$ cat config.mk
export PLATFORM = sky130hd
export DESIGN_NAME = rxs_sequencer
export DESIGN_NICKNAME = d
export VERILOG_FILES = /design/src/hw/rxs_pkg.sv /design/src/hw/rxs_sequencer.sv /design/src/hw/rxs_irq.sv /design/src/hw/rxs_regs.sv
export SDC_FILE = /design/constraint.sdc
export NUM_CORES = 1
export LEC_CHECK = 0
export ABC_CLOCK_PERIOD_IN_PS = 2670
export BUFFER_PORTS_ARGS = -buffer_cell sky130_fd_sc_hd__clkbuf_2
export CELL_PAD_IN_SITES_DETAIL_PLACEMENT = 0
export CELL_PAD_IN_SITES_GLOBAL_PLACEMENT = 2
export CORE_AREA = 2 2 99 101
export CTS_CLUSTER_SIZE = 8
export DETAILED_ROUTE_END_ITERATION = 8
export DIE_AREA = 0 0 101 103
export PLACE_DENSITY_LB_ADDON = 0.1
export SLEW_MARGIN = 40
export SYNTH_ARGS = -nofsm -noshare
export SYNTH_HDL_FRONTEND = slang
export SYNTH_SLANG_ARGS = --single-unit
$ cat constraint.sdc
create_clock -name clk -period 2.67 [get_ports clk]
set_input_delay 0.1335 -clock clk [delete_from_list [all_inputs] [get_ports clk]]
set_output_delay 0.1335 -clock clk [all_outputs]
set_load 0.01 [all_outputs]
$ cat src/hw/rxs_pkg.sv
// Purpose: shared constants and types of the receive-side sequencer transitions
// Assumes: registers in the low byte of a 32-bit Avalon-MM word
// Notes: byte address of a register is four times its index
package rxs_pkg;

  // -----------------------------------------------------------------
  // register map
  // -----------------------------------------------------------------
  localparam logic [7:0] IDX_TRANS = 8'h37;
  localparam logic [7:0] IDX_CTRL = 8'h3c;
  localparam logic [7:0] IDX_STATUS = 8'h3d;
  localparam logic [7:0] IDX_IRQ = 8'h3e;
  localparam logic [7:0] IDX_MASK = 8'h3f;
  localparam int unsigned WORD_SHIFT = 2;
  localparam logic [7:0] RST_TRANS = 8'h00;
  localparam logic RST_LOW_ENERGY = 1'b0;
  localparam logic RST_IDLE_DEPTH = 1'b0;

  // control register bits
  localparam int unsigned CTRL_LOW_ENERGY = 0;
  localparam int unsigned CTRL_IDLE_DEPTH = 1;
  localparam int unsigned CTRL_START = 2;
  localparam int unsigned CTRL_STOP = 3;

  // -----------------------------------------------------------------
  // transition codes
  // -----------------------------------------------------------------
  localparam logic [2:0] RX_TO_CAPT_PAYLOAD = 3'h1;
  localparam logic [2:0] RX_TO_LOWE_PAYLOAD = 3'h2;
  localparam logic [2:0] RX_TO_CAPT_CHECK = 3'h3;
  localparam logic [2:0] RX_HALT_STRENGTH = 3'h4;
  localparam logic [2:0] RX_HALT_SYNC = 3'h5;
  localparam logic [2:0] RX_HALT_PREAMBLE = 3'h6;
  localparam logic [2:0] RX_UNUSED_LO = 3'h0;
  localparam logic [2:0] RX_UNUSED_HI = 3'h7;
  localparam logic [1:0] TMO_RELAUNCH = 2'h0;
  localparam logic [1:0] TMO_TRANSMIT = 2'h1;
  localparam logic [1:0] TMO_LOW_ENERGY = 2'h2;
  localparam logic [1:0] TMO_HALT = 2'h3;
  localparam logic [2:0] CAP_HALT = 3'h0;
  localparam logic [2:0] CAP_TX_DRAINED = 3'h1;
  localparam logic [2:0] CAP_LOW_ENERGY = 3'h2;
  localparam logic [2:0] CAP_RX_SYNTH = 3'h3;
  localparam logic [2:0] CAP_RX_DIRECT = 3'h4;

  // -----------------------------------------------------------------
  // interrupt status bits
  // -----------------------------------------------------------------
  localparam int unsigned IRQ_W = 5;
  localparam int unsigned IRQ_HALTED = 0;
  localparam int unsigned IRQ_CAPTURED = 1;
  localparam int unsigned IRQ_TIMEOUT = 2;
  localparam int unsigned IRQ_RELAUNCH = 3;
  localparam int unsigned IRQ_CODE = 4;

  // -----------------------------------------------------------------
  // types
  // -----------------------------------------------------------------
  typedef enum logic [2:0] {
    ST_HALTED = 3'h0,
    ST_RECEIVE = 3'h1,
    ST_CAPTURED = 3'h3,
    ST_SYNTH = 3'h2,
    ST_IDLE = 3'h6,
    ST_TRANSMIT = 3'h7,
    ST_RESTART = 3'h5
  } rxs_state_type;

  // same layout as the transitions register, bits 7-5, 4-3, 2-0
  typedef struct packed {
    logic [2:0] afterRxSelect;
    logic [1:0] afterRxTimeoutSelect;
    logic [2:0] afterFrameCapturedSelect;
  } rxs_trans_type;

  typedef struct packed {
    logic preambleWaitExpiry;
    logic syncWaitExpiry;
    logic strengthWaitExpiry;
    logic queueDrainedEvent;
    logic preambleSeenEvent;
    logic syncMatchEvent;
    logic signalStrengthEvent;
    logic checkGoodEvent;
    logic payloadCompleteEvent;
  } rxs_events_type;

endpackage

$ cat src/hw/rxs_sequencer.sv
// Purpose: next-state choice after receive, receive timeout and frame capture
// Assumes: receive-path events are one-cycle pulses from logic on clk
// Notes: start and stop arrive as control register commands
//
// Functional notes
// - code 001: payload complete goes to captured
// - code 010: payload complete takes low-energy choice
// - code 011: check good goes to captured
// - codes 100-110 halt on strength, sync, preamble
// - timeout code 00 relaunches receiver, back receive
// - timeout codes 01-11: transmit, low-energy, halt
// - code 011: payload complete applies timeout choice
// - any of three waits counts as timeout
// - captured code 000 halts, 010 low-energy choice
// - captured code 001 transmits once queue drained
// - code 011 via synth if retuned, 100 direct
// - low-energy choice: halted or idle by bit
// - idle: standby when bit 0, sleep when 1
//
// The Avalon-MM register port was chosen for this implementation.
`timescale 1ns/1ns
module rxs_sequencer import rxs_pkg::*; #(
  parameter int unsigned ADDR_W = 8
) (
  // clock and reset
  input wire logic clk,
  input wire logic sys_rst,
  // avalon slave
  input wire logic [ADDR_W-1:0] avsAddress,
  input wire logic avsRead,
  input wire logic avsWrite,
  input wire logic [31:0] avsWritedata,
  input wire logic [3:0] avsByteenable,
  output logic [31:0] avsReaddata,
  output logic avsWaitrequest,
  // receive-path events
  input wire rxs_events_type rxEvents,
  input wire logic freqChanged,
  // sequencer state and chip mode
  output rxs_state_type seqState,
  output logic receiverRelaunch,
  output logic synthOnlyMode,
  output logic initialMode,
  output logic idleStandby,
  output logic idleSleep,
  // interrupt
  output logic irq
);

  initial begin
    if (ADDR_W < 8) begin
      $error("rxs_sequencer needs at least 8 address bits");
    end
  end

  // -----------------------------------------------------------------
  // registers and interrupt
  // -----------------------------------------------------------------
  rxs_trans_type trans;
  logic lowEnergyChoice;
  logic idleDepthBit;
  logic [IRQ_W-1:0] irqMask;
  logic [IRQ_W-1:0] irqStatus;
  logic [IRQ_W-1:0] eventPulse;
  logic cmdStart;
  logic cmdStop;
  logic statusClear;
  logic codeWarn;

  rxs_regs #(
    .ADDR_W(ADDR_W)
  ) u_regs (
    .clk(clk),
    .sys_rst(sys_rst),
    .avsAddress(avsAddress),
    .avsRead(avsRead),
    .avsWrite(avsWrite),
    .avsWritedata(avsWritedata),
    .avsByteenable(avsByteenable),
    .avsReaddata(avsReaddata),
    .avsWaitrequest(avsWaitrequest),
    .seqState(seqState),
    .irqStatus(irqStatus),
    .trans(trans),
    .lowEnergyChoice(lowEnergyChoice),
    .idleDepthBit(idleDepthBit),
    .irqMask(irqMask),
    .cmdStart(cmdStart),
    .cmdStop(cmdStop),
    .statusClear(statusClear),
    .codeWarn(codeWarn)
  );

  rxs_irq u_irq (
    .clk(clk),
    .sys_rst(sys_rst),
    .eventPulse(eventPulse),
    .irqMask(irqMask),
    .statusClear(statusClear),
    .irqStatus(irqStatus),
    .irq(irq)
  );

  // -----------------------------------------------------------------
  // transition decoding
  // -----------------------------------------------------------------
  // low-energy target
  function automatic rxs_state_type lowEnergyTarget(input logic sel);
    lowEnergyTarget = sel ? ST_IDLE : ST_HALTED;
  endfunction

  function automatic rxs_state_type timeoutTarget(input logic [1:0] code, input logic sel);
    case (code)
      TMO_RELAUNCH: timeoutTarget = ST_RESTART;
      TMO_TRANSMIT: timeoutTarget = ST_TRANSMIT;
      TMO_LOW_ENERGY: timeoutTarget = lowEnergyTarget(sel);
      default: timeoutTarget = ST_HALTED;
    endcase
  endfunction

  rxs_state_type state_r, state_nxt;
  logic relaunch_r, relaunch_nxt;
  logic synth_r, synth_nxt;
  logic initial_r, initial_nxt;
  logic standby_r, standby_nxt;
  logic sleep_r, sleep_nxt;
  logic rxExpiry;
  logic primaryHit;
  logic timeoutTaken;

  always_comb begin
    // any wait expiry is a timeout
    rxExpiry = rxEvents.strengthWaitExpiry | rxEvents.preambleWaitExpiry | rxEvents.syncWaitExpiry;
    state_nxt = state_r;
    primaryHit = 1'b0;
    timeoutTaken = 1'b0;
    case (state_r)
      ST_HALTED, ST_IDLE: begin
        if (cmdStart) begin
          state_nxt = ST_RECEIVE;
        end
      end
      ST_RECEIVE: begin
        case (trans.afterRxSelect)
          RX_TO_CAPT_PAYLOAD: begin
            if (rxEvents.payloadCompleteEvent) begin
              primaryHit = 1'b1;
              state_nxt = ST_CAPTURED;
            end
          end
          RX_TO_LOWE_PAYLOAD: begin
            if (rxEvents.payloadCompleteEvent) begin
              primaryHit = 1'b1;
              state_nxt = lowEnergyTarget(lowEnergyChoice);
            end
          end
          RX_TO_CAPT_CHECK: begin
            if (rxEvents.checkGoodEvent) begin
              primaryHit = 1'b1;
              state_nxt = ST_CAPTURED;
            end else if (rxEvents.payloadCompleteEvent) begin
              primaryHit = 1'b1;
              timeoutTaken = 1'b1;
              state_nxt = timeoutTarget(trans.afterRxTimeoutSelect, lowEnergyChoice);
            end
          end
          RX_HALT_STRENGTH: begin
            if (rxEvents.signalStrengthEvent) begin
              primaryHit = 1'b1;
              state_nxt = ST_HALTED;
            end
          end
          RX_HALT_SYNC: begin
            if (rxEvents.syncMatchEvent) begin
              primaryHit = 1'b1;
              state_nxt = ST_HALTED;
            end
          end
          // code 110 is the preamble halt
          RX_HALT_PREAMBLE: begin
            if (rxEvents.preambleSeenEvent) begin
              primaryHit = 1'b1;
              state_nxt = ST_HALTED;
            end
          end
          default: begin
            primaryHit = 1'b0;
          end
        endcase
        if (!primaryHit && rxExpiry) begin
          timeoutTaken = 1'b1;
          state_nxt = timeoutTarget(trans.afterRxTimeoutSelect, lowEnergyChoice);
        end
      end
      ST_RESTART: begin
        state_nxt = ST_RECEIVE;
      end
      ST_CAPTURED: begin
        case (trans.afterFrameCapturedSelect)
          CAP_HALT: state_nxt = ST_HALTED;
          CAP_LOW_ENERGY: state_nxt = lowEnergyTarget(lowEnergyChoice);
          CAP_TX_DRAINED: begin
            if (rxEvents.queueDrainedEvent) begin
              state_nxt = ST_TRANSMIT;
            end
          end
          CAP_RX_SYNTH: state_nxt = freqChanged ? ST_SYNTH : ST_RECEIVE;
          CAP_RX_DIRECT: state_nxt = ST_RECEIVE;
          default: state_nxt = ST_CAPTURED;
        endcase
      end
      ST_SYNTH: begin
        state_nxt = ST_RECEIVE;
      end
      ST_TRANSMIT: begin
        state_nxt = ST_TRANSMIT;
      end
      default: begin
        state_nxt = ST_HALTED;
      end
    endcase
    if (cmdStop) begin
      state_nxt = ST_HALTED;
      timeoutTaken = 1'b0;
    end
    // chip mode follows the state being entered
    relaunch_nxt = (state_nxt == ST_RESTART);
    synth_nxt = (state_nxt == ST_SYNTH);
    initial_nxt = (state_nxt == ST_HALTED);
    standby_nxt = (state_nxt == ST_IDLE) & ~idleDepthBit;
    sleep_nxt = (state_nxt == ST_IDLE) & idleDepthBit;
    eventPulse = '0;
    eventPulse[IRQ_HALTED] = (state_nxt == ST_HALTED) & (state_r != ST_HALTED);
    eventPulse[IRQ_CAPTURED] = (state_nxt == ST_CAPTURED) & (state_r != ST_CAPTURED);
    eventPulse[IRQ_TIMEOUT] = timeoutTaken;
    eventPulse[IRQ_RELAUNCH] = relaunch_nxt;
    eventPulse[IRQ_CODE] = codeWarn;
  end

  always_ff @(posedge clk) begin
    if (sys_rst) begin
      state_r <= ST_HALTED;
      relaunch_r <= 1'b0;
      synth_r <= 1'b0;
      initial_r <= 1'b1;
      standby_r <= 1'b0;
      sleep_r <= 1'b0;
    end else begin
      state_r <= state_nxt;
      relaunch_r <= relaunch_nxt;
      synth_r <= synth_nxt;
      initial_r <= initial_nxt;
      standby_r <= standby_nxt;
      sleep_r <= sleep_nxt;
    end
  end

  assign seqState = state_r;
  assign receiverRelaunch = relaunch_r;
  assign synthOnlyMode = synth_r;
  assign initialMode = initial_r;
  assign idleStandby = standby_r;
  assign idleSleep = sleep_r;

  // -----------------------------------------------------------------
  // checks
  // -----------------------------------------------------------------
  // payload to captured
  a_rx_payload_capt: assert property (@(posedge clk) disable iff (sys_rst)
    state_r == ST_RECEIVE && trans.afterRxSelect == 3'h1 && rxEvents.payloadCompleteEvent && !cmdStop
    |=> state_r == ST_CAPTURED)
    else $error("payload complete did not reach captured");

  a_rx_payload_lowe: assert property (@(posedge clk) disable iff (sys_rst)
    state_r == ST_RECEIVE && trans.afterRxSelect == 3'h2 && rxEvents.payloadCompleteEvent && !cmdStop
    |=> state_r == ($past(lowEnergyChoice) ? ST_IDLE : ST_HALTED))
    else $error("payload complete missed low-energy choice");

  a_rx_check_capt: assert property (@(posedge clk) disable iff (sys_rst)
    state_r == ST_RECEIVE && trans.afterRxSelect == 3'h3 && rxEvents.checkGoodEvent && !cmdStop
    |=> state_r == ST_CAPTURED && initial_r == 1'b0)
    else $error("check good did not reach captured");

  a_rx_sync_halt: assert property (@(posedge clk) disable iff (sys_rst)
    state_r == ST_RECEIVE && trans.afterRxSelect == 3'h5 && rxEvents.syncMatchEvent
    |=> state_r == ST_HALTED && initialMode)
    else $error("sync match did not halt");

  a_tmo_relaunch: assert property (@(posedge clk) disable iff (sys_rst)
    state_r == ST_RECEIVE && trans.afterRxSelect == 3'h1 && trans.afterRxTimeoutSelect == 2'h0
    && rxExpiry && !rxEvents.payloadCompleteEvent && !cmdStop
    |=> receiverRelaunch ##1 (!receiverRelaunch && (state_r == ST_RECEIVE || state_r == ST_HALTED)))
    else $error("timeout did not relaunch the receiver");

  a_tmo_transmit: assert property (@(posedge clk) disable iff (sys_rst)
    state_r == ST_RECEIVE && trans.afterRxSelect == 3'h4 && trans.afterRxTimeoutSelect == 2'h1
    && rxEvents.strengthWaitExpiry && !rxEvents.signalStrengthEvent && !cmdStop
    |=> state_r == ST_TRANSMIT)
    else $error("timeout did not reach transmit");

  a_check_payload: assert property (@(posedge clk) disable iff (sys_rst)
    state_r == ST_RECEIVE && trans.afterRxSelect == 3'h3 && trans.afterRxTimeoutSelect == 2'h3
    && rxEvents.payloadCompleteEvent && !rxEvents.checkGoodEvent
    |=> state_r == ST_HALTED)
    else $error("payload complete ignored timeout choice");

  a_sync_wait_tmo: assert property (@(posedge clk) disable iff (sys_rst)
    state_r == ST_RECEIVE && trans.afterRxSelect == 3'h6 && trans.afterRxTimeoutSelect == 2'h3
    && rxEvents.syncWaitExpiry && !rxEvents.preambleSeenEvent && !cmdStop
    |=> state_r == ST_HALTED && irqStatus[IRQ_TIMEOUT])
    else $error("sync wait expiry not taken as timeout");

  a_capt_halt: assert property (@(posedge clk) disable iff (sys_rst)
    state_r == ST_CAPTURED && trans.afterFrameCapturedSelect == 3'h0
    |=> state_r == ST_HALTED)
    else $error("captured did not halt");

  a_capt_drained: assert property (@(posedge clk) disable iff (sys_rst)
    state_r == ST_CAPTURED && trans.afterFrameCapturedSelect == 3'h1 && !cmdStop
    |=> state_r == ($past(rxEvents.queueDrainedEvent) ? ST_TRANSMIT : ST_CAPTURED))
    else $error("captured left too early or too late");

  a_capt_synth: assert property (@(posedge clk) disable iff (sys_rst)
    state_r == ST_CAPTURED && trans.afterFrameCapturedSelect == 3'h3 && freqChanged && !cmdStop
    |=> synthOnlyMode && state_r == ST_SYNTH ##1 (state_r == ST_RECEIVE || state_r == ST_HALTED))
    else $error("retune did not pass synth mode");

  a_capt_lowe: assert property (@(posedge clk) disable iff (sys_rst)
    state_r == ST_CAPTURED && trans.afterFrameCapturedSelect == 3'h2 && !cmdStop
    |=> state_r == ($past(lowEnergyChoice) ? ST_IDLE : ST_HALTED))
    else $error("low-energy choice ignored");

  a_idle_depth: assert property (@(posedge clk) disable iff (sys_rst)
    state_r == ST_IDLE |-> idleSleep == $past(idleDepthBit) && idleStandby == !$past(idleDepthBit))
    else $error("idle mode does not follow depth bit");

  a_code_flag: assert property (@(posedge clk) disable iff (sys_rst)
    codeWarn |=> irqStatus[IRQ_CODE])
    else $error("code conflict not flagged");

endmodule // rxs_sequencer

$ cat src/hw/rxs_irq.sv
// Purpose: sticky event status, mask gating and one level interrupt
// Assumes: events are one-cycle pulses on clk
// Notes: a new event wins over a read-clear in the same cycle
`timescale 1ns/1ns
module rxs_irq import rxs_pkg::*; (
  // clock and reset
  input wire logic clk,
  input wire logic sys_rst,
  // events and control
  input wire logic [IRQ_W-1:0] eventPulse,
  input wire logic [IRQ_W-1:0] irqMask,
  input wire logic statusClear,
  // results
  output logic [IRQ_W-1:0] irqStatus,
  output logic irq
);

  logic [IRQ_W-1:0] status_r;
  logic [IRQ_W-1:0] status_nxt;
  logic irq_r;
  logic irq_nxt;

  always_comb begin
    status_nxt = status_r;
    if (statusClear) begin
      status_nxt = '0;
    end
    status_nxt = status_nxt | eventPulse;
    irq_nxt = |(status_nxt & irqMask);
  end

  always_ff @(posedge clk) begin
    if (sys_rst) begin
      status_r <= '0;
      irq_r <= 1'b0;
    end else begin
      status_r <= status_nxt;
      irq_r <= irq_nxt;
    end
  end

  assign irqStatus = status_r;
  assign irq = irq_r;

endmodule // rxs_irq

$ cat src/hw/rxs_regs.sv
// Purpose: Avalon-MM slave with the transitions, control and mask registers
// Assumes: one wait cycle per access, data in byte lane 0
// Notes: unmapped reads return zero, unmapped writes are dropped
`timescale 1ns/1ns
module rxs_regs import rxs_pkg::*; #(
  parameter int unsigned ADDR_W = 8
) (
  // clock and reset
  input wire logic clk,
  input wire logic sys_rst,
  // avalon slave
  input wire logic [ADDR_W-1:0] avsAddress,
  input wire logic avsRead,
  input wire logic avsWrite,
  input wire logic [31:0] avsWritedata,
  input wire logic [3:0] avsByteenable,
  output logic [31:0] avsReaddata,
  output logic avsWaitrequest,
  // block side
  input wire rxs_state_type seqState,
  input wire logic [IRQ_W-1:0] irqStatus,
  output rxs_trans_type trans,
  output logic lowEnergyChoice,
  output logic idleDepthBit,
  output logic [IRQ_W-1:0] irqMask,
  output logic cmdStart,
  output logic cmdStop,
  output logic statusClear,
  output logic codeWarn
);

  initial begin
    if (ADDR_W < 8) begin
      $error("rxs_regs needs at least 8 address bits");
    end
  end

  function automatic logic hit(input logic [ADDR_W-1:0] a, input logic [7:0] idx);
    hit = (a == ADDR_W'({idx, 2'b00}));
  endfunction

  logic ack_r, ack_nxt;
  logic wait_r, wait_nxt;
  logic [31:0] rdata_r, rdata_nxt;
  rxs_trans_type trans_r, trans_nxt;
  logic lowE_r, lowE_nxt, depth_r, depth_nxt;
  logic [IRQ_W-1:0] mask_r, mask_nxt;
  logic start_r, start_nxt, stop_r, stop_nxt;
  logic clr_nxt, warn_r, warn_nxt;
  logic doWrite;

  always_comb begin
    ack_nxt = (avsRead | avsWrite) & ~ack_r;
    wait_nxt = ~ack_nxt;
    rdata_nxt = rdata_r;
    trans_nxt = trans_r;
    lowE_nxt = lowE_r;
    depth_nxt = depth_r;
    mask_nxt = mask_r;
    start_nxt = 1'b0;
    stop_nxt = 1'b0;
    warn_nxt = 1'b0;
    clr_nxt = avsRead & ack_r & hit(avsAddress, IDX_IRQ);
    doWrite = avsWrite & ack_r & avsByteenable[0];
    if (ack_nxt && avsRead) begin
      rdata_nxt = 32'h0;
      if (hit(avsAddress, IDX_TRANS)) begin
        rdata_nxt[7:0] = trans_r;
      end else if (hit(avsAddress, IDX_CTRL)) begin
        rdata_nxt[CTRL_LOW_ENERGY] = lowE_r;
        rdata_nxt[CTRL_IDLE_DEPTH] = depth_r;
      end else if (hit(avsAddress, IDX_STATUS)) begin
        rdata_nxt[2:0] = seqState;
      end else if (hit(avsAddress, IDX_IRQ)) begin
        rdata_nxt[IRQ_W-1:0] = irqStatus;
      end else if (hit(avsAddress, IDX_MASK)) begin
        rdata_nxt[IRQ_W-1:0] = mask_r;
      end
    end
    if (doWrite) begin
      if (hit(avsAddress, IDX_TRANS)) begin
        trans_nxt = avsWritedata[7:0];
        warn_nxt = (avsWritedata[7:5] == RX_HALT_PREAMBLE) ||
                   (avsWritedata[7:5] == RX_UNUSED_LO) || (avsWritedata[7:5] == RX_UNUSED_HI);
      end else if (hit(avsAddress, IDX_CTRL)) begin
        lowE_nxt = avsWritedata[CTRL_LOW_ENERGY];
        depth_nxt = avsWritedata[CTRL_IDLE_DEPTH];
        start_nxt = avsWritedata[CTRL_START];
        stop_nxt = avsWritedata[CTRL_STOP];
      end else if (hit(avsAddress, IDX_MASK)) begin
        mask_nxt = avsWritedata[IRQ_W-1:0];
      end
    end
  end

  always_ff @(posedge clk) begin
    if (sys_rst) begin
      ack_r <= 1'b0;
      wait_r <= 1'b1;
      rdata_r <= 32'h0;
      trans_r <= RST_TRANS;
      lowE_r <= RST_LOW_ENERGY;
      depth_r <= RST_IDLE_DEPTH;
      mask_r <= '0;
      start_r <= 1'b0;
      stop_r <= 1'b0;
      warn_r <= 1'b0;
    end else begin
      ack_r <= ack_nxt;
      wait_r <= wait_nxt;
      rdata_r <= rdata_nxt;
      trans_r <= trans_nxt;
      lowE_r <= lowE_nxt;
      depth_r <= depth_nxt;
      mask_r <= mask_nxt;
      start_r <= start_nxt;
      stop_r <= stop_nxt;
      warn_r <= warn_nxt;
    end
  end

  assign avsReaddata = rdata_r;
  assign avsWaitrequest = wait_r;
  assign trans = trans_r;
  assign lowEnergyChoice = lowE_r;
  assign idleDepthBit = depth_r;
  assign irqMask = mask_r;
  assign cmdStart = start_r;
  assign cmdStop = stop_r;
  assign statusClear = clr_nxt;
  assign codeWarn = warn_r;

endmodule // rxs_regs

==> metrics.csv <==
stage;metric;value;unit
outcome;status;finished, final reports clean;
pwr;Pleak;1.12;nW
cells_and_area;layout cells sized above 1;22.5;%
synth;Seq cells post-synth;42;
global_route;Total GRT Usage;13.3;%
floorplan;core area;0.00946;mm^2
synth;Syn Inst Count;295;
cts;CTS tree;done;
pwr;P per Cell Area;435;mW/mm^2
timing;Rel. slew slack;59.7;%
cts;TritonCTS buffer count;5;
timing;RSZ-0062 raised after global routing;no;
drt;DR pass1 iterations;4;
drt;Vias;2153;
timing;Final period util;93.3;%
cells_and_area;area delta synth->final;17.8;%
setup_path;r2r endpoint;u_irq.irq;
synth;Synth cell types;52;
synth;ys async rst share;0;%
setup_path;kind of critical path;reg2reg;
cells_and_area;commonest non-fill, non-tap cell in the layout;clkbuf_2;
cts;CTS root buffer;clkbuf_8;
synth;syn avg cell area;8.11;um^2
cells_and_area;Antenna diodes;0;
timing;f_max;0.402;GHz
hold_path;hold path endpoint;u_regs.ack_r;
setup_path;critical path fanouts, max;11;
synth;largest area contributor in the netlist;dfxtp_1;
cts;clock sinks;42;
cells_and_area;fill count;1041;
timing;final hold vios;0;
drt;Post-Route WL;6920;um
cts;CTS clock-pin slew for the worst setup and hold paths;80;ps
synth;Post-synth top flop;dfxtp_1;
setup_path;Arr. time, crit path;2700;ps
timing;Sum Neg Setup Slack;0;ps
hold_path;Hold Path Depth;2;
pwr;Peak VDD IR;0.222;mV
timing;Slew @ Worst Pin;602;ps
drt;Wirelength per Cell;15.0;um
global_route;first-pass GRT wire length;10600;um
setup_path;CP required;2880;ps
global_route;largest net degree at the start of global routing;23;
synth;EDFF count, synth;0;
place;Final GP Congestion;0.709;
drt;DR vias/cell;4.67;
cells_and_area;commonest non-fill, non-tap cells in the layout;clkbuf_2, dfxtp_1, nand2_1;
place;dpl hpwl;5380;um
synth;Synth warnings;0;
floorplan;die area;0.0104;mm^2
synth;Yosys top cell area share;35.2;%
setup_path;Worst R2R Setup Slack;180;ps
timing;final setup fails;0;
timing;Pins Over Slew Limit;0;
cells_and_area;post-layout net count;404;
drt;# DRC;0;
synth;register area share after synthesis;35.2;%
timing;Clock Skews;3.66;ps
cts;H-tree lvl count;2;
drt;drt first-iter violations;98;
floorplan;# rows;36;
cells_and_area;multi-input logic area;0.00136;mm^2
floorplan;Die Span Y;103;um
synth;synthesized area;0.00239;mm^2
hold_path;type of the worst min-delay path;in2reg;
floorplan;I/O pins;100;
hold_path;min-delay src;avsWrite;
synth;synth top area cells;dfxtp_1, buf_4, a21oi_1, mux2i_1, nand2_1;
global_route;total congestion overflow;0;
cts;Clock Latency Late Sink;290;ps
setup_path;R2R Path Start;u_regs.trans[5];
timing;Period minus WS final;2490;ps
place;# port buffers;48;
flow_run;# Max-Cap Violations;0;
floorplan;Die W;101;um
drt;Routed Antenna Nets;0;
setup_path;Worst R2R Path Depth;7;
floorplan;Initial Util;25.3;%
setup_path;CP Capture Type;flip-flop;
timing;hold_ws;76.4;ps
global_route;initial antenna violation count;0;
setup_path;Critical Path Start Type;flip-flop;
global_route;vias in the first global route;1974;
cells_and_area;Sequential cell area;842;um^2
cts;maximum clock path buffer count;2;
## routing by layer
| layer | wire [um] | vias to the layer above | global-route usage (%) | share of wire (%) |
|---|---|---|---|---|
| li1 | - | 1114 | - | - |
| met4 | 50 | 0 | 2.81 | 0.72 |
| met3 | 313 | 4 | 2.64 | 4.5 |
| met1 | 3370 | 980 | 18.4 | 49 |
| met5 | 0 | - | 0 | 0 |
| met2 | 3180 | 55 | 21.5 | 46 |
## worst max path at each step
| stage | from | end | slack [ps] | depth (start not counted) |
|---|---|---|---|---|
| floorplan | seqState[0] | u_irq.irq | 530 | 7 |
| global placement | u_regs.trans[6] | u_irq.irq | 160 | 7 |
| detailed placement | u_regs.trans[6] | u_irq.irq | 190 | 7 |
| CTS | u_regs.trans[6] | u_irq.irq | 150 | 7 |
| global route | u_regs.trans[5] | u_irq.irq | 60 | 7 |
| finish | u_regs.trans[5] | u_irq.irq | 180 | 7 |
## synth_stat cells, types with 4 or more instances
cell / number
a22oi_1: 10
nand2_1: 32
clkbuf_1: 11
dfxtp_1: 42
nand3_1: 4
and2_1: 5
o21ai_0: 7
a21oi_1: 26
mux2_2: 4
nand2b_1: 6
nor2_1: 25
mux2i_1: 13
nor2b_1: 4
nor3_1: 13
buf_4: 25
inv_1: 8
## per-stage QoR
| step | cell area (um^2) | util (%) | std cells | setup WS, ps | power (mW) |
|---|---|---|---|---|---|
| floorplan | 2480 | - | 318 | 532 | 0.722 |
| global placement | 2710 | 28.6 | 453 | 159 | 0.740 |
| detailed placement | 2710 | 28.6 | 453 | 186 | 0.740 |
| CTS | 2820 | 29.8 | 461 | 145 | 1.25 |
| global route | 2820 | 29.8 | 461 | 60.8 | 1.28 |
| finish | 2820 | 29.8 | 461 | 180 | 1.22 |
## flip-flops by register name, indices dropped and copies added (netlist names), 3 cells and up
signal,cells
u_regs.avsReaddata,8
u_regs.trans,8
u_irq.irqStatus,5
u_regs.irqMask,5
seqState,3
## critical path: stages (launching register included)
cell      delay [ps]
dfxtp_1          570
nand3_1          180
a21oi_1          250
a211o_1          230
mux2i_1          300
a21bo_2          230
or4b_4           480
o221ai_2         170
## layout make-up
type                            count  area share [%]
Sequential cell                    42            29.9
Clock buffer                        7            2.71
Clock inverter                      1            1.07
Multi-Input combinational cell    228            48.2
Tap cell                          114            5.06
Timing Repair Buffer               61            12.0
Inverter                            8            1.07
## timing repair
item                       CTS  global route
setup buffers                0             0
gates resized for setup      0             1
hold buffers                 0             0
setup endpoints to repair    0             1
hold endpoints to repair     0             0
## cells by family after synthesis
group	Yosys count	synth area share [%]
AO/OA/AOI/OAI	76	21.8
other	1	0.157
flip-flops	42	35.2
adder cells (fa/ha/maj)	1	0.419
multiplexers	17	7.33
AND/OR/NAND/NOR	110	23.5
buffers and inverters	48	11.7
## power breakdown
part	leakage [nW]	switching, mW	internal (mW)
sequential	0.339	0.00147	0.628
combinational	0.727	0.0632	0.0311
clock	0.0524	0.221	0.280
No activity file was read; power rests on OpenSTA's default activity.
